[config.mk]
export PLATFORM = sky130hd
export DESIGN_NAME = i2cs_top
export DESIGN_NICKNAME = d
export VERILOG_FILES = /design/src/rtl/i2cs_top.v
export VERILOG_INCLUDE_DIRS = /design/src /design/src/rtl
export SDC_FILE = /design/constraint.sdc
export NUM_CORES = 1
export LEC_CHECK = 0
export ABC_AREA = 1
export BUFFER_PORTS_ARGS = -buffer_cell sky130_fd_sc_hd__buf_2
export CORE_MARGIN = 2
export CORE_UTILIZATION = 53
export CTS_BUF_LIST = sky130_fd_sc_hd__clkbuf_4 sky130_fd_sc_hd__clkbuf_8
export CTS_CLUSTER_SIZE = 12
export DETAILED_ROUTE_END_ITERATION = 16
export PLACE_DENSITY = 0.88
export SETUP_SLACK_MARGIN = 0.3
export SLEW_MARGIN = 15
export SYNTH_ARGS = -nofsm -noshare
export SYNTH_HDL_FRONTEND = slang
export SYNTH_SLANG_ARGS = --single-unit
[constraint.sdc]
create_clock -name pclk -period 1.8 [get_ports pclk]
set_input_delay 0.09 -clock pclk [delete_from_list [all_inputs] [get_ports pclk]]
set_output_delay 0.09 -clock pclk [all_outputs]
set_load 0.005 [all_outputs]
[src/rtl/i2cs_regs.vh]
// Register map, field positions and codes of the serial port in I2C mode
`ifndef I2CS_REGS_VH
`define I2CS_REGS_VH

// ----------------------------------------------------------------
// Register byte offsets
// ----------------------------------------------------------------
`define I2CS_A_BUF 8'h00
`define I2CS_A_ADDR 8'h04
`define I2CS_A_CTL 8'h08
`define I2CS_A_STAT 8'h0c
`define I2CS_A_IRQ 8'h10
`define I2CS_A_DIR 8'h14
`define I2CS_A_LAT 8'h18

// ----------------------------------------------------------------
// port_control_reg fields
// ----------------------------------------------------------------
`define I2CS_CTL_OV 6
`define I2CS_CTL_EN 5
`define I2CS_CTL_CKP 4
`define I2CS_CTL_MH 3
`define I2CS_CTL_ML 0

// ----------------------------------------------------------------
// port_status_reg fields
// ----------------------------------------------------------------
`define I2CS_ST_P 4
`define I2CS_ST_S 3
`define I2CS_ST_RW 2
`define I2CS_ST_BF 0

// ----------------------------------------------------------------
// peripheral_irq_flags and port direction/latch fields
// ----------------------------------------------------------------
`define I2CS_IRQ_BIT 3
`define I2CS_PIN_SDA 4
`define I2CS_PIN_SCL 3

// ----------------------------------------------------------------
// Mode codes, reset values, counts
// ----------------------------------------------------------------
`define I2CS_MODE_MASTER 4'hb
`define I2CS_MODE_S7 4'h6
`define I2CS_MODE_S10 4'h7
`define I2CS_MODE_S7SS 4'he
`define I2CS_MODE_S10SS 4'hf
`define I2CS_RST_BYTE 8'h00
`define I2CS_RST_DIR 8'hff
`define I2CS_CNT_ZERO 4'h0
`define I2CS_CNT_ONE 4'h1
`define I2CS_CNT_BYTE 4'h8
`define I2CS_CNT_ACK 4'h9

`endif

[src/rtl/i2cs_top.v]
// Serial port in I2C mode: slave transmitter, start/stop flags, open-drain pin control
//
// Behaviour
// - Matching read address sets read/write flag and loads address into buffer.
// - After matching read address, acknowledge on ninth bit, then hold SCL low.
// - Firmware write to buffer is copied into shift register at once.
// - Stretched SCL released only when firmware sets clock release bit.
// - Transmit bits change on falling SCL, stable while SCL high.
// - Interrupt flag set on ninth falling SCL edge, stays until firmware clears.
// - Master acknowledge sampled on ninth rising SCL edge.
// - No acknowledge ends transfer, resets slave, read/write and buffer full flags, waits start.
// - Acknowledge low: SCL held low until firmware reloads and releases.
// - Start and stop flags cleared on reset and while port disabled.
// - Start and stop flags follow the last bus condition seen.
// - Enabled port drives a pin low whenever its direction bit says output.
// - Interrupt flag set on each byte completed; on start and stop only in modes 1011, 1110, 1111.
// - Mode 1011 gives start/stop interrupts with slave idle.
// - Shift bits 7..1 compared with own address on eighth falling SCL.
// - Buffer full or overflow set: no acknowledge, no load, flag still set.
// - Buffer read clears buffer full; overflow cleared only by firmware write.
//
// The APB slave port and the register addresses were left to the implementer.
`timescale 1ns/10ps
`include "i2cs_regs.vh"

module i2cs_top (
    input wire pclk, // System clock
    input wire presetn, // Asynchronous reset, active low
    input wire psel, // APB select
    input wire penable, // APB enable
    input wire pwrite, // APB direction, high for write
    input wire [7:0] paddr, // APB byte address
    input wire [31:0] pwdata, // APB write data
    output wire pready, // APB ready
    output reg [31:0] prdata, // APB read data
    output wire pslverr, // APB error on unmapped address
    input wire scl_i, // Clock line level
    output reg scl_o, // Clock line drive value
    output reg scl_oe_n, // Clock line drive enable, low drives
    input wire sda_i, // Data line level
    output reg sda_o, // Data line drive value
    output reg sda_oe_n // Data line drive enable, low drives
);

// ----------------------------------------------------------------
// State codes
// ----------------------------------------------------------------
localparam ST_IDLE = 3'h0;
localparam ST_ADDR = 3'h1;
localparam ST_RXD = 3'h2;
localparam ST_HOLD = 3'h3;
localparam ST_TX = 3'h4;
localparam ST_MACK = 3'h5;

reg [7:0] rx_tx_buffer_r, serial_shift_reg_r, own_address_reg_r;
reg [7:0] port_c_direction_r, port_c_latch_r;
reg [3:0] mode_select_field_r;
reg enable_r, overflow_flag_r, clock_release_bit_r, wcol_r;
reg buffer_full_flag_r, rw_flag_r, start_flag_r, stop_flag_r, port_irq_flag_r;
reg [2:0] st_r;
reg [3:0] cnt_r;
reg ack_drv_r, mack_r;
reg [1:0] sy1_r, sy2_r, sy3_r, lv_r, lvd_r;

// ----------------------------------------------------------------
// Line synchroniser, bit 0 is SCL, bit 1 is SDA
// ----------------------------------------------------------------
always @(posedge pclk or negedge presetn)
begin
    if (!presetn)
    begin
        sy1_r <= 2'h3;
        sy2_r <= 2'h3;
        sy3_r <= 2'h3;
        lv_r <= 2'h3;
        lvd_r <= 2'h3;
    end
    else
    begin
        sy1_r <= {sda_i, scl_i};
        sy2_r <= sy1_r;
        sy3_r <= sy2_r;
        lv_r <= (sy2_r & sy3_r) | (lv_r & (sy2_r | sy3_r));
        lvd_r <= lv_r;
    end
end

wire scl_rise = lv_r[0] & ~lvd_r[0];
wire scl_fall = ~lv_r[0] & lvd_r[0];
wire start_seen = lv_r[0] & lvd_r[0] & lvd_r[1] & ~lv_r[1];
wire stop_seen = lv_r[0] & lvd_r[0] & ~lvd_r[1] & lv_r[1];
wire sda_lv = lv_r[1];

// ----------------------------------------------------------------
// Mode decode
// ----------------------------------------------------------------
wire slave_en = enable_r & ((mode_select_field_r == `I2CS_MODE_S7) |
    (mode_select_field_r == `I2CS_MODE_S10) | (mode_select_field_r == `I2CS_MODE_S7SS) |
    (mode_select_field_r == `I2CS_MODE_S10SS));
wire ss_irq_en = enable_r & ((mode_select_field_r == `I2CS_MODE_MASTER) |
    (mode_select_field_r == `I2CS_MODE_S7SS) | (mode_select_field_r == `I2CS_MODE_S10SS));
wire i2c_en = slave_en | ss_irq_en;

// ----------------------------------------------------------------
// APB decode
// ----------------------------------------------------------------
wire map_hit = (paddr == `I2CS_A_BUF) | (paddr == `I2CS_A_ADDR) | (paddr == `I2CS_A_CTL) |
    (paddr == `I2CS_A_STAT) | (paddr == `I2CS_A_IRQ) | (paddr == `I2CS_A_DIR) |
    (paddr == `I2CS_A_LAT);
wire acc = psel & penable;
wire wr = acc & pwrite & map_hit;
wire rd = acc & ~pwrite & map_hit;
wire setup = psel & ~penable;

assign pready = 1'b1;
assign pslverr = acc & ~map_hit;

reg [7:0] rd_mux;
always @*
begin
    rd_mux = `I2CS_RST_BYTE;
    case (paddr)
        `I2CS_A_BUF: rd_mux = rx_tx_buffer_r;
        `I2CS_A_ADDR: rd_mux = own_address_reg_r;
        `I2CS_A_CTL: rd_mux = {wcol_r, overflow_flag_r, enable_r, clock_release_bit_r,
            mode_select_field_r};
        `I2CS_A_STAT: rd_mux = {3'h0, stop_flag_r, start_flag_r, rw_flag_r, 1'b0,
            buffer_full_flag_r};
        `I2CS_A_IRQ: rd_mux = {4'h0, port_irq_flag_r, 3'h0};
        `I2CS_A_DIR: rd_mux = port_c_direction_r;
        `I2CS_A_LAT: rd_mux = port_c_latch_r;
        default: rd_mux = `I2CS_RST_BYTE;
    endcase
end

always @(posedge pclk or negedge presetn)
begin
    if (!presetn)
        prdata <= 32'h0000_0000;
    else if (setup)
        prdata <= {24'h00_0000, rd_mux};
end

// ----------------------------------------------------------------
// Registers and slave sequencer; firmware first, hardware sets last
// ----------------------------------------------------------------
always @(posedge pclk or negedge presetn)
begin
    if (!presetn)
    begin
        rx_tx_buffer_r <= `I2CS_RST_BYTE;
        serial_shift_reg_r <= `I2CS_RST_BYTE;
        own_address_reg_r <= `I2CS_RST_BYTE;
        port_c_direction_r <= `I2CS_RST_DIR;
        port_c_latch_r <= `I2CS_RST_BYTE;
        mode_select_field_r <= 4'h0;
        enable_r <= 1'b0;
        overflow_flag_r <= 1'b0;
        clock_release_bit_r <= 1'b0;
        wcol_r <= 1'b0;
        buffer_full_flag_r <= 1'b0;
        rw_flag_r <= 1'b0;
        start_flag_r <= 1'b0;
        stop_flag_r <= 1'b0;
        port_irq_flag_r <= 1'b0;
        st_r <= ST_IDLE;
        cnt_r <= `I2CS_CNT_ZERO;
        ack_drv_r <= 1'b0;
        mack_r <= 1'b1;
    end
    else
    begin
        if (wr)
        begin
            case (paddr)
                `I2CS_A_BUF:
                begin
                    rx_tx_buffer_r <= pwdata[7:0];
                    serial_shift_reg_r <= pwdata[7:0];
                end
                `I2CS_A_ADDR: own_address_reg_r <= pwdata[7:0];
                `I2CS_A_CTL:
                begin
                    wcol_r <= pwdata[7];
                    overflow_flag_r <= pwdata[`I2CS_CTL_OV];
                    enable_r <= pwdata[`I2CS_CTL_EN];
                    clock_release_bit_r <= pwdata[`I2CS_CTL_CKP];
                    mode_select_field_r <= pwdata[`I2CS_CTL_MH:`I2CS_CTL_ML];
                end
                `I2CS_A_IRQ: port_irq_flag_r <= pwdata[`I2CS_IRQ_BIT];
                `I2CS_A_DIR: port_c_direction_r <= pwdata[7:0];
                `I2CS_A_LAT: port_c_latch_r <= pwdata[7:0];
                default: wcol_r <= wcol_r;
            endcase
        end
        if (rd && paddr == `I2CS_A_BUF)
            buffer_full_flag_r <= 1'b0;

        if (!i2c_en)
        begin
            start_flag_r <= 1'b0;
            stop_flag_r <= 1'b0;
        end
        else if (start_seen)
        begin
            start_flag_r <= 1'b1;
            stop_flag_r <= 1'b0;
            if (ss_irq_en)
                port_irq_flag_r <= 1'b1;
        end
        else if (stop_seen)
        begin
            stop_flag_r <= 1'b1;
            start_flag_r <= 1'b0;
            if (ss_irq_en)
                port_irq_flag_r <= 1'b1;
        end

        if (!slave_en)
        begin
            st_r <= ST_IDLE;
            ack_drv_r <= 1'b0;
            cnt_r <= `I2CS_CNT_ZERO;
        end
        else if (start_seen)
        begin
            st_r <= ST_ADDR;
            ack_drv_r <= 1'b0;
            cnt_r <= `I2CS_CNT_ZERO;
        end
        else if (stop_seen)
        begin
            st_r <= ST_IDLE;
            ack_drv_r <= 1'b0;
        end
        else
        begin
            case (st_r)
                ST_ADDR, ST_RXD:
                begin
                    if (scl_rise)
                    begin
                        if (cnt_r != `I2CS_CNT_BYTE)
                            serial_shift_reg_r <= {serial_shift_reg_r[6:0], sda_lv};
                        cnt_r <= cnt_r + `I2CS_CNT_ONE;
                    end
                    else if (scl_fall && cnt_r == `I2CS_CNT_BYTE)
                    begin
                        if (st_r == ST_ADDR &&
                            serial_shift_reg_r[7:1] != own_address_reg_r[7:1])
                            st_r <= ST_IDLE;
                        else if (!buffer_full_flag_r && !overflow_flag_r)
                        begin
                            rx_tx_buffer_r <= serial_shift_reg_r;
                            buffer_full_flag_r <= 1'b1;
                            ack_drv_r <= 1'b1;
                            if (st_r == ST_ADDR)
                                rw_flag_r <= serial_shift_reg_r[0];
                        end
                        else
                        begin
                            if (buffer_full_flag_r)
                                overflow_flag_r <= 1'b1;
                            if (st_r == ST_ADDR)
                                rw_flag_r <= serial_shift_reg_r[0];
                        end
                    end
                    else if (scl_fall && cnt_r == `I2CS_CNT_ACK)
                    begin
                        port_irq_flag_r <= 1'b1;
                        ack_drv_r <= 1'b0;
                        cnt_r <= `I2CS_CNT_ZERO;
                        if (st_r == ST_ADDR && rw_flag_r && ack_drv_r)
                        begin
                            st_r <= ST_HOLD;
                            clock_release_bit_r <= 1'b0;
                        end
                        else if (st_r == ST_ADDR && rw_flag_r)
                            st_r <= ST_IDLE;
                        else
                            st_r <= ST_RXD;
                    end
                end
                ST_HOLD:
                begin
                    if (clock_release_bit_r)
                    begin
                        st_r <= ST_TX;
                        cnt_r <= `I2CS_CNT_ZERO;
                    end
                end
                ST_TX:
                begin
                    if (scl_rise)
                        cnt_r <= cnt_r + `I2CS_CNT_ONE;
                    else if (scl_fall)
                    begin
                        if (cnt_r == `I2CS_CNT_BYTE)
                            st_r <= ST_MACK;
                        else
                            serial_shift_reg_r <= {serial_shift_reg_r[6:0], 1'b0};
                    end
                end
                ST_MACK:
                begin
                    if (scl_rise)
                    begin
                        mack_r <= sda_lv;
                        cnt_r <= `I2CS_CNT_ACK;
                    end
                    else if (scl_fall && cnt_r == `I2CS_CNT_ACK)
                    begin
                        port_irq_flag_r <= 1'b1;
                        cnt_r <= `I2CS_CNT_ZERO;
                        if (mack_r)
                        begin
                            st_r <= ST_IDLE;
                            rw_flag_r <= 1'b0;
                            buffer_full_flag_r <= 1'b0;
                        end
                        else
                        begin
                            st_r <= ST_HOLD;
                            clock_release_bit_r <= 1'b0;
                        end
                    end
                end
                default: cnt_r <= `I2CS_CNT_ZERO;
            endcase
        end
    end
end

// ----------------------------------------------------------------
// Pin drive: I2C forces low only; disabled port acts as plain output
// ----------------------------------------------------------------
wire slave_scl_low = (st_r == ST_HOLD) & ~clock_release_bit_r;
// First bit goes out during the stretch, so SDA is settled before SCL is let go
wire tx_drive = (st_r == ST_TX) | (st_r == ST_HOLD);
wire slave_sda_low = ack_drv_r | (tx_drive & ~serial_shift_reg_r[7]);

always @(posedge pclk or negedge presetn)
begin
    if (!presetn)
    begin
        scl_o <= 1'b1;
        scl_oe_n <= 1'b1;
        sda_o <= 1'b1;
        sda_oe_n <= 1'b1;
    end
    else if (i2c_en)
    begin
        scl_o <= 1'b0;
        sda_o <= 1'b0;
        scl_oe_n <= port_c_direction_r[`I2CS_PIN_SCL] & ~slave_scl_low;
        sda_oe_n <= port_c_direction_r[`I2CS_PIN_SDA] & ~slave_sda_low;
    end
    else
    begin
        scl_o <= port_c_latch_r[`I2CS_PIN_SCL];
        sda_o <= port_c_latch_r[`I2CS_PIN_SDA];
        scl_oe_n <= port_c_direction_r[`I2CS_PIN_SCL];
        sda_oe_n <= port_c_direction_r[`I2CS_PIN_SDA];
    end
end

endmodule

# Word level (Yosys, flattened, before mapping)

Index checks and enable logic that the tools add are counted.

Register bits after elaboration: 84
Bits of input ports: 47
Output and inout bits: 38

$add $sub $neg: 1
Eq/ne operators: 47
Muxes and demuxes: 126
Bitwise operators: 51
Reduce and logical (&&, ||, !) cells: 21

Operators with widths:

| operator                                             | count |
|---|---|
| two-way mux 8 bit                                    | 20 |
| two-way mux 1 bit                                    | 73 |
| case mux 8 bit (7 select lines)                      | 1 |
| inequality test 5 bit (second input constant)        | 9 |
| two-way mux 3 bit                                    | 13 |
| two-way mux 4 bit                                    | 9 |
| equality test 8 x 5 -> 1 bit (second input constant) | 3 |
| AND 1 bit                                            | 20 |
| equality test 4 bit (second input constant)          | 5 |
| equality test 8 x 4 -> 1 bit (second input constant) | 2 |
| inequality test 4 bit (second input constant)        | 4 |
| case mux 4 bit (4 select lines)                      | 1 |
| case mux 8 bit (2 select lines)                      | 1 |
| inequality test 2 bit (second input constant)        | 7 |
| bitwise OR 1 bit                                     | 14 |
| NOT 1 bit                                            | 13 |
| inequality test 6 bit (second input constant)        | 2 |
| case mux 3 bit (4 select lines)                      | 1 |
| AND reduction 11 bit                                 | 1 |
| AND reduction 10 bit                                 | 1 |
| AND reduction 5 bit                                  | 2 |
| equality test 4 x 3 -> 1 bit (second input constant) | 2 |
| equality test 8 x 3 -> 1 bit (second input constant) | 1 |
| logical NOT 8 bit                                    | 1 |
| other kinds (20)                                     | 40 |

# Longest topological paths before layout

Gate-level depths: netlist of run 1.

Depth after elaboration: 20
Mapped depth: 14
Gate-level depth less buffers: 14

# Worst setup path before layout of run 1

No wires, ideal clock.

Path type: reg2reg
From: register lv_r[1]
To: register serial_shift_reg_r[3]
Arrival time: 1540 ps
Data required time: 1675 ps
Slack: 135 ps
Cell stages (with the launch flop): 8
Period minus slack after synthesis: 1665 ps
Cells stage by stage: dfstp_2 > inv_1 > nand4_2 > nand2_1 > nor2_4 > buf_6 > o211ai_4 > mux2_4

Longest elaborated chain between the ends: 4

RTL lines:

| what                                           | line                          | text |
|---|---|---|
| from (decl)                                    | i2cs_top.v:63                 | `reg [1:0] sy1_r, sy2_r, sy3_r, lv_r, lvd_r;` |
| from (signal assigned)                         | i2cs_top.v:83                 | `lv_r <= (sy2_r & sy3_r) \| (lv_r & (sy2_r \| sy3_r));` |
| AND 1 bit or NOT 1 bit (tied branches)         | i2cs_top.v:91, i2cs_top.v:90  |  |
| two-way mux 8 bit or AND 1 bit (tied branches) | i2cs_top.v:231, i2cs_top.v:90 |  |
| two-way mux 8 bit *                            | i2cs_top.v:225                | `else if (start_seen)` |
| two-way mux 8 bit *                            | i2cs_top.v:219                | `if (!slave_en)` |
| to (signal assigned)                           | i2cs_top.v:152                | `` serial_shift_reg_r <= `I2CS_RST_BYTE; `` |
| to (signal assigned)                           | i2cs_top.v:244                | `serial_shift_reg_r <= {serial_shift_reg_r[6:0], sda_lv};` |
| to (signal assigned)                           | i2cs_top.v:301                | `serial_shift_reg_r <= {serial_shift_reg_r[6:0], 1'b0};` |
| to (decl)                                      | i2cs_top.v:55                 | `reg [7:0] rx_tx_buffer_r, serial_shift_reg_r, own_address_reg_r;` |

Every way passes the cells marked *; elsewhere a longest branch is shown, timed or not.
A chain may end at the register's enable or synchronous reset.

# Worst setup path after layout of run 1

From: register serial_shift_reg_r[3]
To: register rx_tx_buffer_r[5]

Longest elaborated chain between the ends: 9

RTL lines:

| what                   | line           | text |
|---|---|---|
| from (signal assigned) | i2cs_top.v:152 |  |
| from (signal assigned) | i2cs_top.v:179 | `serial_shift_reg_r <= pwdata[7:0];` |
| from (signal assigned) | i2cs_top.v:244 |  |
| inequality test 7 bit  | i2cs_top.v:250 | `serial_shift_reg_r[7:1] != own_address_reg_r[7:1])` |
| logical AND 1 bit      | i2cs_top.v:249 | `if (st_r == ST_ADDR &&` |
| two-way mux 8 bit      | i2cs_top.v:249 |  |
| two-way mux 8 bit      | i2cs_top.v:247 | `` else if (scl_fall && cnt_r == `I2CS_CNT_BYTE) `` |
| two-way mux 8 bit      | i2cs_top.v:241 | `if (scl_rise)` |
| two-way mux 8 bit      | i2cs_top.v:238 | `case (st_r)` |
| two-way mux 8 bit      | i2cs_top.v:231 | `else if (stop_seen)` |
| two-way mux 8 bit      | i2cs_top.v:225 |  |
| two-way mux 8 bit      | i2cs_top.v:219 |  |
| to (signal assigned)   | i2cs_top.v:151 | `` rx_tx_buffer_r <= `I2CS_RST_BYTE; `` |
| to (signal assigned)   | i2cs_top.v:178 | `rx_tx_buffer_r <= pwdata[7:0];` |
| to (signal assigned)   | i2cs_top.v:254 | `rx_tx_buffer_r <= serial_shift_reg_r;` |
| to (decl)              | i2cs_top.v:55  |  |

No other way between the ends.

==> results of run 1 <==
==> worst max-delay path, cell delays in order (launching register included) <==
cell and delay [ps]:
dfrtp_1 410, xnor2_1 200, nand4_1 210, o21ai_2 200, buf_6 170, nand4_2 210, a31oi_1 230
==> sequential cells by signal (all words and copies together), names as in the netlist, 2 cells and up <==
signal / count
own_address_reg_r: 8
port_c_direction_r: 8
port_c_latch_r: 8
prdata: 8
rx_tx_buffer_r: 8
serial_shift_reg_r: 8
cnt_r: 4
mode_select_field_r: 4
st_r: 3
lv_r: 2
lvd_r: 2
sy1_r: 2
sy2_r: 2
sy3_r: 2
==> how the worst max path moves through the flow <==
stage | from | endpoint | slack (ps)
finish | serial_shift_reg_r[3] | rx_tx_buffer_r[5] | 80
global route | lv_r[0] | cnt_r[0] | -0.9
CTS | lvd_r[0] | st_r[2] | 130
detailed placement | cnt_r[1] | cnt_r[3] | 10
floorplan | lv_r[0] | serial_shift_reg_r[3] | 170
global placement | lvd_r[0] | st_r[0] | 90
==> routing by layer <==
metal	part of all wire (%)	routed length, um	vias to the layer above	track usage (%)
li1	-	-	2129	-
met1	39	5217	2216	33.35
met2	50	6732	233	48.94
met3	7.8	1052	53	6.407
met4	3.8	512	0	10.22
met5	0	0	-	0
==> synthesized netlist by cell type, types with 4 or more instances <==
| library cell | n | area, um^2 |
|---|---|---|
| nand2_1 | 144 | 540.5 |
| inv_1 | 75 | 281.5 |
| dfrtp_1 | 61 | 1526 |
| o21ai_0 | 52 | 260.3 |
| nor2_1 | 34 | 127.6 |
| nand3_1 | 27 | 135.1 |
| buf_4 | 26 | 195.2 |
| a21oi_1 | 25 | 125.1 |
| dfstp_2 | 23 | 604.3 |
| a31oi_1 | 9 | 56.30 |
| nand2_2 | 9 | 56.30 |
| nor2_4 | 9 | 101.4 |
| o21ai_1 | 8 | 40.04 |
| inv_2 | 7 | 26.28 |
| o22ai_1 | 7 | 43.79 |
| xnor2_1 | 7 | 61.31 |
| nor2_2 | 6 | 37.54 |
| nand4_1 | 5 | 31.28 |
| o211ai_1 | 5 | 37.54 |
| buf_2 | 4 | 20.02 |
| mux2_2 | 4 | 45.04 |
| nor3_1 | 4 | 20.02 |
| o221ai_1 | 4 | 35.03 |
==> final cells by class <==
| cell class | count | area (um^2) | share of cell area [%] |
|---|---|---|---|
| clock buffer | 11 | 138.9 | 2.313 |
| timing repair buffer | 101 | 729.5 | 12.15 |
| clock inverter | 5 | 61.31 | 1.021 |
| sequential | 84 | 2133 | 35.53 |
| tap | 111 | 138.9 | 2.313 |
| multi-input combinational | 425 | 2479 | 41.28 |
| inverter | 82 | 324.1 | 5.397 |
==> power groups by stage <==
| stage | clock network [mW] | logic (mW) | registers, mW |
|---|---|---|---|
| final | 1.40 | 0.255 | 1.94 |
| after detailed placement | 0 | 0.211 | 1.97 |
| after global routing | 1.47 | 0.281 | 1.94 |
| after CTS | 1.41 | 0.248 | 1.94 |
| after global placement | 0 | 0.204 | 1.97 |
| after floorplan | 0 | 0.123 | 1.97 |
==> kinds of logic after synthesis <==
| kind of cell | Yosys count | synth area share [%] |
|---|---|---|
| simple gates | 255 | 25.65 |
| compound gates | 125 | 15.03 |
| buf+inv | 116 | 11.43 |
| flops | 84 | 43.47 |
| xor+xnor | 7 | 1.251 |
| mux | 7 | 1.838 |
| fa+ha+maj | 5 | 1.174 |
| other cells | 2 | 0.1532 |
==> stage by stage <==
stage               instance area, um^2  TNS, ps
floorplan                          5000        0
global placement                   5299        0
detailed placement                 5299        0
CTS                                5901        0
global route                       6005  -0.8606
finish                             6005        0
==> repair_timing <==
item,in CTS,in global routing
gates cloned,1,0
gates resized for setup,47,26
setup buffers,28,5
pin swaps,27,10
endpoints found under the setup margin,29,31
hold buffers,5,0
hold endpoints to repair,36,0
==> impl_results.md, run 1 <==
- Run status: finished, final reports clean
- Pre-CTS setup slack: about 15 ps
- Minimum clock period: around 1700 ps
- IO Port Bufs: 35
- Worst reg2reg path endpoint: rx_tx_buffer_r[5]
- Critical Path Start Type: flip-flop
- Final hold vios: 0
- Synth warn: 0
- Hold endpoint: port_c_direction_r[5]
- Gp weighted congestion: ~0.96
- Via count: between 4k and 5k
- Proportion of layout cells with a drive suffix above 1: 33.90%
- Leading cell type in the layout, fill and taps excluded: nand2_1
- Vias/cell: 5.654
- Setup CP Type: flip-flop to flip-flop
- Post-synthesis cell type count: 52
- Sequential share of power: a little over half
- Tcrit/Tclk final: about 96%
- Final Max Slew Viols: 0
- Starting Density: a little over half
- Area grow syn2layout: 22.49%
- Most frequent cells in the layout: 130 x nand2_1, 62 x inv_1, 59 x dfrtp_1
- Antenna diodes: 0
- Comb power frac: approximately 7%
- DR pass1 iterations: 7
- Rel. slew slack: 62.97%
- WHS Path Cells: 3
- Hold Slack: approximately 15 ps
- Iter 0 DRT Violations: between 300 and 400
- CP Data Arrival Time: ~2000 ps
- Power Total: between 3 and 4 mW
- Placed insts: 764
- Post-synth top flop: dfrtp_1
- Internal: 2.680 mW
- Crit end category: flip-flop
- Synth Area per Inst: between 8 and 9 um^2
- RSZ-0062 raised after global routing: true
- Clock Tree Buf Depth: 2
- Detailed-route wire length per cell: between 15 and 20 um
- Final net count: around 750
- Total global-route track usage: between 20 and 30%
- Post-synth EDFFs: 0
- # setup viols final: 0
- Pwr per Cell Area: around 600 nW/um^2
- Switch share: around a quarter
- Crit Reg-Reg Startpoint: serial_shift_reg_r[3]
- Initial antenna violation count: 0
- FFs w/ async S/R, synth: 100.0%
- Final Skew: 9.723 ps
- DPL Wire Length: ~9500 um
- Worst Hold Class: input port to flip-flop
- Clock Sinks: 84
- Mapped cell area: between 4000 and 5000 um^2
- ANT nets after route: 0
- Core area: 9109 um^2
- Routed WL: about 14000 um
- Reg-to-reg slack, setup: 80 ps
- Worst R2R Path Depth: 6
- Num CTS Buffers: 9
- Min-delay src: pwdata[5]
- H-Tree Depth: 3
- # DRC: 0
- P_sw: 917.6 uW
- Clock share of power: around two fifths
- Synth Register Bits: 84
- Final cell count without fillers: 819
- Site Rows: 35
- Die height: between 100 and 150 um
- Root Buffer: clkbuf_8
- Cells after synthesis: 601
- Pin count of the biggest net entering global routing: 53
- Final core utilization: around two thirds
- Critical Path RT: between 2000 and 2500 ps
- Overflow after GRT: 0
- Leak: 3.016 nW
- CTS tree: yes
- I/O pin total: 85
- Setup slack after layout: approximately 80 ps
- CP Max Fanout: 8
- Worst slew pin tran: between 500 and 600 ps
- Vias in the first global route: ~4.5k
- Clock-pin slew on the worst setup and hold paths: around 90 ps
- First-pass GRT wire length: ~22000 um
- Peak supply drop: 0.5283 mV
- Register area share after synthesis: a little over two fifths
- DIE AREA: 10040 um^2
- Filler cells: between 700 and 800
- Chip width: between 100 and 150 um
- Clock latency at the later pin of the worst-skew pair: around 370 ps
- Max cap viols: 0
- Max Clk Rate: 581.2 MHz
No activity file was read; power rests on OpenSTA's default activity.
==> run 2: changes to the inputs <==
--- a/config.mk
+++ b/config.mk
@@ -8,8 +8,11 @@
 export LEC_CHECK = 0
 export ABC_AREA = 1
 export BUFFER_PORTS_ARGS = -buffer_cell sky130_fd_sc_hd__buf_2
+export CELL_PAD_IN_SITES_DETAIL_PLACEMENT = 0
+export CELL_PAD_IN_SITES_GLOBAL_PLACEMENT = 1
+export CORE_ASPECT_RATIO = 1.4
 export CORE_MARGIN = 2
-export CORE_UTILIZATION = 53
+export CORE_UTILIZATION = 39
 export CTS_BUF_LIST = sky130_fd_sc_hd__clkbuf_4 sky130_fd_sc_hd__clkbuf_8
 export CTS_CLUSTER_SIZE = 12
 export DETAILED_ROUTE_END_ITERATION = 16
==> run 2 against run 1 <==
Net effect:
- non-clock buffer count increased by 17
- register-to-register slack worse by 20 ps
- clock skew grew 2.7 ps
- die area increased by 34%
- worst hold slack better by 22 ps
- cell count is 6.8% higher
- sequential share of layout area fell by 2.1 points
- critical endpoint is now rx_tx_buffer_r[2]
- first-iteration DRC count is 4.1% lower
- clock-buffer cell count down 2
- clock power shrank 4%
==> impl_results.md, run 2 (same netlist as run 1, synthesis figures left out) <==
- Run status: finished, final reports clean
- Clock-pin slew on the worst setup and hold paths: 100 ps (about the same)
- Clock latency at the later pin of the worst-skew pair: 380 ps (about the same)
- P_sw: 1.011 mW (+10%)
- Detailed-route wire length per cell: 16.20 um (-1.8%)
- Final net count: 770 (+2.3%)
- Placed cell area: 5385 um^2 (+1.6%)
- Pwr per Cell Area: 558.2 nW/um^2 (-6.8%)
- Proportion of layout cells with a drive suffix above 1: 38.48% (+4.6 points)
- Crit-path cells: nand2_2 -> nor3_4 -> nor2_4 -> buf_12 -> buf_4 -> nand4_4 -> nor2_1 -> a31oi_1
- Final Skew: 12.45 ps (+2.723 ps)
- Root Buffer: clkbuf_8
- Clock share of power: 37.8% (-1.2 points)
- CP Max Fanout: 8 (unchanged)
- Setup CP Type: flip-flop to flip-flop
- Hold endpoint: port_c_direction_r[3]
- Worst R2R Path Depth: 8 (+2)
- Worst reg2reg path endpoint: rx_tx_buffer_r[2]
- Total global-route track usage: 20.47% (-7.4 points)
- Vias in the first global route: 4388 (-1.9%)
- Critical Path Start Type: flip-flop
- # DRC: 0 (unchanged)
- Switch share: 28.39% (+2.9 points)
- Tcrit/Tclk final: 96.43% (+0.84 points)
- Comb power frac: 7.6% (+0.5 points)
- Vias/cell: 5.207 (-7.9%)
- Starting Density: 39.82% (-14 points)
- Area grow syn2layout: 30.12%
- Final hold vios: 0 (unchanged)
- Peak supply drop: 0.3134 mV (-41%)
- Gp weighted congestion: 0.8902 (-7.2%)
- H-Tree Depth: 3 (unchanged)
- DR pass1 iterations: 5 (-2)
- DIE AREA: 13500 um^2 (+34%)
- DPL Wire Length: 9886 um (+4.2%)
- CTS tree: yes
- RSZ-0062 raised after global routing: true
- Placed insts: 808 (+5.8%)
- # setup viols final: 0 (unchanged)
- Worst Hold Class: input port to flip-flop
- Antenna diodes: 0 (unchanged)
- Iter 0 DRT Violations: 351 (-4.1%)
- Leak: 3.088 nW (+2.4%)
- I/O pin total: 85 (unchanged)
- Crit-path slowest cell: dfstp_2
- Via count: 4556 (-1.6%)
- Most frequent cells in the layout: 126 x nand2_1, 61 x buf_4, 59 x inv_1, 59 x dfrtp_1, 41 x o21ai_0
- Die height: 136.7 um (+36%)
- Crit-path max cell delay: 630 ps (+220 ps)
- Crit end category: flip-flop
- Chip width: 98.76 um (-1.4%)
- Clock Tree Buf Depth: 2 (unchanged)
- Critical Path RT: 2090 ps (about the same)
- Max Clk Rate: 576.1 MHz (-0.87%)
- Final Max Slew Viols: 0 (unchanged)
- Overflow after GRT: 0 (unchanged)
- Rel. slew slack: 63.00% (about the same)
- Internal: 2.550 mW (-4.9%)
- Minimum clock period: 1736 ps (+15.11 ps)
- ANT nets after route: 0 (unchanged)
- CP Data Arrival Time: 2030 ps (+30 ps)
- Routed WL: 14170 um (+4.9%)
- Leading cell type in the layout, fill and taps excluded: nand2_1
- Num CTS Buffers: 9 (unchanged)
- Worst slew pin tran: 553.0 ps (+3.332 ps)
- Reg-to-reg slack, setup: 60 ps (-20 ps)
- Final cell count without fillers: 875 (+6.8%)
- Pin count of the biggest net entering global routing: 41 (-23%)
- Site Rows: 48 (+37%)
- Clock Sinks: 84 (unchanged)
- IO Port Bufs: 35 (unchanged)
- WHS Path Cells: 3 (unchanged)
- Crit Reg-Reg Startpoint: lv_r[0]
- Max cap viols: 0 (unchanged)
- Initial antenna violation count: 0 (unchanged)
- Sequential share of power: 54.6% (+0.7 points)
- First-pass GRT wire length: 21650 um (-0.76%)
- Design Area, Final: 6379 um^2 (+6.2%)
- Core area: 12310 um^2 (+35%)
- Min-delay src: pwdata[3]
[run 2: cell count changes in the layout (fill, tap and decap cells not counted), sizes merged]
| cell | previous run | this run |
|---|---|---|
| clkbuf | 11 | 9 |
| bufinv | 1 | 0 |
| dlygate4sd3 | 5 | 8 |
| inv | 82 | 86 |
| buf | 96 | 110 |
| clkinv | 0 | 1 |
| clkinvlp | 4 | 2 |
[run 2: power groups by stage]
stage	clock network [mW]	logic [mW]	registers, mW
finish	1.35	0.270	1.94
global placement	0	0.210	1.97
detailed placement	0	0.214	1.97
floorplan	0	0.123	1.97
global route	1.45	0.296	1.95
CTS	1.37	0.241	1.94
[run 2: repair_timing]
action                                  4_1_cts  5_1_grt
pin swaps                                    29       20
gates cloned                                  2        0
endpoints found under the setup margin       30       34
buffers inserted                             26       15
endpoints found under the hold margin        28        0
resized for setup                            43       68
hold buffers                                  8        0
[run 2: cell type report]
cell class | instances | area (um^2)
tap | 150 | 187.7
inverter | 82 | 326.6
timing repair buffer | 118 | 928.4
clock buffer | 9 | 123.9
sequential | 84 | 2133
clock inverter | 7 | 65.06
fill | 1113 | 5933
multi-input combinational | 425 | 2614
[run 2: how the worst max path moves through the flow]
stage / slack, ps / startpoint / end / cells past startpoint
floorplan: 170 / lv_r[0] / serial_shift_reg_r[3] / 6
global placement: 70 / cnt_r[1] / cnt_r[3] / 13
detailed placement: 30 / lvd_r[0] / st_r[2] / 9
CTS: 120 / st_r[2] / cnt_r[3] / 11
global route: -40 / st_r[1] / cnt_r[3] / 12
finish: 60 / lv_r[0] / rx_tx_buffer_r[2] / 8
[run 2: stage by stage]
| stage | total power [mW] | TNS [ps] | hold WS, ps | utilization [%] | worst slack, ps |
|---|---|---|---|---|---|
| after floorplan | 2.093 | 0 | -205.6 | - | 167.3 |
| after global placement | 2.182 | 0 | 81.53 | 43.74 | 74.50 |
| after detailed placement | 2.187 | 0 | 80.65 | 43.74 | 32.52 |
| after CTS | 3.549 | 0 | 25.52 | 48.99 | 123.4 |
| after global routing | 3.690 | -91.44 | 30.45 | 51.81 | -36.80 |
| final | 3.560 | 0 | 36.31 | 51.81 | 64.30 |
[run 2: routing by layer]
layer  routed length [um]  GRT usage [%]  up-vias
met2                 7235          36.45      190
met5                    0              0        -
li1                     -              -     2153
met3                  687          3.677       67
met1                 5350          23.26     2146
met4                  900          10.65        0
[run 2: critical path, delay by kind of cell, from the launching register on]
| kind | cells | cell delay [ps] |
|---|---|---|
| AOI/OAI and AO/OA | 1 | 140 |
| and+or+nand+nor | 5 | 590 |
| buffers and inverters | 2 | 290 |
| DFF | 1 | 630 |
==> run 3: changes to the inputs <==
--- a/config.mk
+++ b/config.mk
@@ -12,11 +12,11 @@
 export CELL_PAD_IN_SITES_GLOBAL_PLACEMENT = 1
 export CORE_ASPECT_RATIO = 1.4
 export CORE_MARGIN = 2
-export CORE_UTILIZATION = 39
+export CORE_UTILIZATION = 46
 export CTS_BUF_LIST = sky130_fd_sc_hd__clkbuf_4 sky130_fd_sc_hd__clkbuf_8
 export CTS_CLUSTER_SIZE = 12
 export DETAILED_ROUTE_END_ITERATION = 16
-export PLACE_DENSITY = 0.88
+export PLACE_DENSITY = 0.95
 export SETUP_SLACK_MARGIN = 0.3
 export SLEW_MARGIN = 15
 export SYNTH_ARGS = -nofsm -noshare
==> constraint.sdc (replaced) <==
create_clock -name pclk -period 2.2 [get_ports pclk]
set_input_delay 0.11 -clock pclk [delete_from_list [all_inputs] [get_ports pclk]]
set_output_delay 0.11 -clock pclk [all_outputs]
set_load 0.005 [all_outputs]
==> run 3 against run 2 <==
Net effect:
- setup slack improved by 280 ps
- flip-flop and latch count unchanged
- via count fell by 6.8%
- sequential share of layout area increased by 4.5 points
- combinational power decreased by 30%
- cell count decreased by 7.7%
- die area is 15% lower
- non-clock buffer count decreased by 55
- register-to-register slack better by 280 ps
- worst hold slack got worse by 24 ps
- critical endpoint is now serial_shift_reg_r[3]
- largest power group unchanged
- highest routed layer unchanged
==> impl_results.md, run 3 (same netlist as run 1, synthesis figures left out) <==
- Filler cells: 991 (-11%)
- Max Clk Rate: 540.2 MHz (-6.2%)
- Antenna diodes: 0 (unchanged)
- Clock Sinks: 84 (unchanged)
- Final hold vios: 0 (unchanged)
- Minimum clock period: 1851 ps (+115.4 ps)
- H-Tree Depth: 3 (unchanged)
- Clock share of power: 39.3% (+1.5 points)
- Root Buffer: clkbuf_8
- Most frequent cells in the layout: 139 x nand2_1, 70 x inv_1, 61 x dfrtp_1
- CTS tree: yes
- Max cap viols: 0 (unchanged)
- # DRC: 0 (unchanged)
- Setup TNS Final: 0 ps (unchanged)
- Hold Slack: 12.38 ps (-23.93 ps)
- Final Max Slew Viols: 0 (unchanged)
- Overflow after GRT: 0 (unchanged)
- IO Port Bufs: 35 (unchanged)
- Chip width: 91.25 um (-7.6%)
- Setup CP Type: flip-flop to flip-flop
- CP Max Fanout: 8 (unchanged)
- Pin count of the biggest net entering global routing: 47 (+15%)
- P_sw: 733.3 uW (-27%)
- DR pass1 iterations: 5 (unchanged)
- # setup viols final: 0 (unchanged)
- Crit-path cells: nand2_2 -> nor3_4 -> nor2_4 -> buf_4 -> o211ai_4 -> mux2_4
- Initial antenna violation count: 0 (unchanged)
- Final Skew: 12.52 ps (+0.06950 ps)
- Num CTS Buffers: 9 (unchanged)
- Via count: 4245 (-6.8%)
- Detailed-route wire length per cell: 15.93 um (-1.6%)
- Tcrit/Tclk final: 84.14% (-12 points)
- CP Data Arrival Time: 2100 ps (+70 ps)
- Rel. slew slack: 60.11% (-2.9 points)
- Core area: 10410 um^2 (-15%)
- Comb power frac: 6.4% (-1.2 points)
- Final core utilization: 53.97% (+2.2 points)
- CP top delay family: flip-flops
- Die height: 126.1 um (-7.7%)
- Vias/cell: 5.254 (+0.90%)
- Peak supply drop: 0.3524 mV (+12%)
- Clock-pin slew on the worst setup and hold paths: 90 ps (about the same)
- Crit path buffers/inverters: 1 (-1)
- Crit-path max cell delay: 630 ps (about the same)
- Iter 0 DRT Violations: 231 (-34%)
- RSZ-0062 raised after global routing: false
- Run status: finished, final reports clean
- Gp weighted congestion: 0.9351 (+5.0%)
- I/O pin total: 85 (unchanged)
- Register area: 2131 um^2 (-0.12%)
- Leading cell type in the layout, fill and taps excluded: nand2_1
- Starting Density: 47.11% (+7.3 points)
- Routed WL: 12880 um (-9.2%)
- Proportion of layout cells with a drive suffix above 1: 25.82% (-13 points)
- Crit-path slowest cell: dfstp_2
- Leak: 2.789 nW (-9.7%)
- Total global-route track usage: 22.58% (+2.1 points)
- Clock Tree Buf Depth: 2 (unchanged)
- Switch share: 25.06% (-3.3 points)
- DIE AREA: 11510 um^2 (-15%)
- Critical Path Start Type: flip-flop
- Site Rows: 44 (-8.3%)
- Critical Path RT: 2440 ps (+350 ps)
- Area grow syn2layout: 14.55%
- Multi-input gate area: 2379 um^2 (-9.0%)
- Pwr per Cell Area: 521.2 nW/um^2 (-6.6%)
- Worst slew pin tran: 592.0 ps (+39.03 ps)
- Vias in the first global route: 4133 (-5.8%)
- ANT nets after route: 0 (unchanged)
- Internal: 2.193 mW (-14%)
- Final net count: 715 (-7.1%)
- Crit end category: flip-flop
- First-pass GRT wire length: 20430 um (-5.6%)
- Worst Hold Class: input port to flip-flop
- Clock latency at the later pin of the worst-skew pair: 360 ps (-20 ps)
- DPL Wire Length: 9670 um (-2.2%)
- Sequential share of power: 54.3% (-0.3 points)
## run 3: what timing repair did
action,in CTS,in global routing
setup endpoints to repair,15,22
hold buffers,3,0
gates cloned,1,0
buffers inserted,1,15
endpoints found under the hold margin,30,0
gates resized for setup,3,21
pin swaps,2,7
## run 3: area by class of cell
| type | count | share of cell area (%) |
|---|---|---|
| Clock inverter | 4 | 0.9358 |
| Timing Repair Buffer | 63 | 7.553 |
| Clock buffer | 12 | 2.607 |
| Sequential cell | 84 | 37.95 |
| Inverter | 82 | 5.526 |
| Multi-Input combinational cell | 425 | 42.36 |
| Tap cell | 138 | 3.075 |
## run 3: final timing paths
kind | startpoint | end | slack (ps) | cells past startpoint
min in group asynchronous | presetn | cnt_r[0] | 250 | 2
worst min register to register | sy1_r[0] | sy2_r[0] | 360 | 0
worst max-delay path | lvd_r[0] | serial_shift_reg_r[3] | 350 | 6
worst min-delay path | pwdata[1] | port_c_direction_r[1] | 10 | 3
worst max register to register | lvd_r[0] | serial_shift_reg_r[3] | 350 | 6
max in group asynchronous | presetn | mack_r | 1260 | 3
## run 3: through the flow
step           cell area [um^2]  std cells  power, mW  setup slack [ps]
5_1_grt                    5615        808      3.033             277.4
2_1_floorplan              4989        624      1.710             535.1
4_1_cts                    5423        793      2.926             310.5
3_5_place_dp               5166        772      1.776             165.6
3_3_place_gp               5166        772      1.772             244.4
6_report                   5615        808      2.927             348.9
## run 3: worst register-to-register path, stage by stage, from the launching register on
cell	delay, ps
dfstp_2	630
nand2_2	90
nor3_4	290
nor2_4	90
buf_4	160
o211ai_4	140
mux2_4	330
## run 3: power groups by stage
stage | clock (mW) | combinational (mW) | sequential [mW]
2_1_floorplan | 0 | 0.0991 | 1.61
3_3_place_gp | 0 | 0.159 | 1.61
3_5_place_dp | 0 | 0.161 | 1.61
4_1_cts | 1.17 | 0.167 | 1.59
5_1_grt | 1.23 | 0.207 | 1.59
6_report | 1.15 | 0.188 | 1.59
## run 3: metal layers
| layer | share of wire [%] | track usage (%) | vias up |
|---|---|---|---|
| li1 | - | - | 2045 |
| met1 | 40 | 25.36 | 2037 |
| met2 | 52 | 40.70 | 132 |
| met3 | 3.5 | 4.007 | 31 |
| met4 | 4.5 | 11.41 | 0 |
| met5 | 0 | 0 | - |
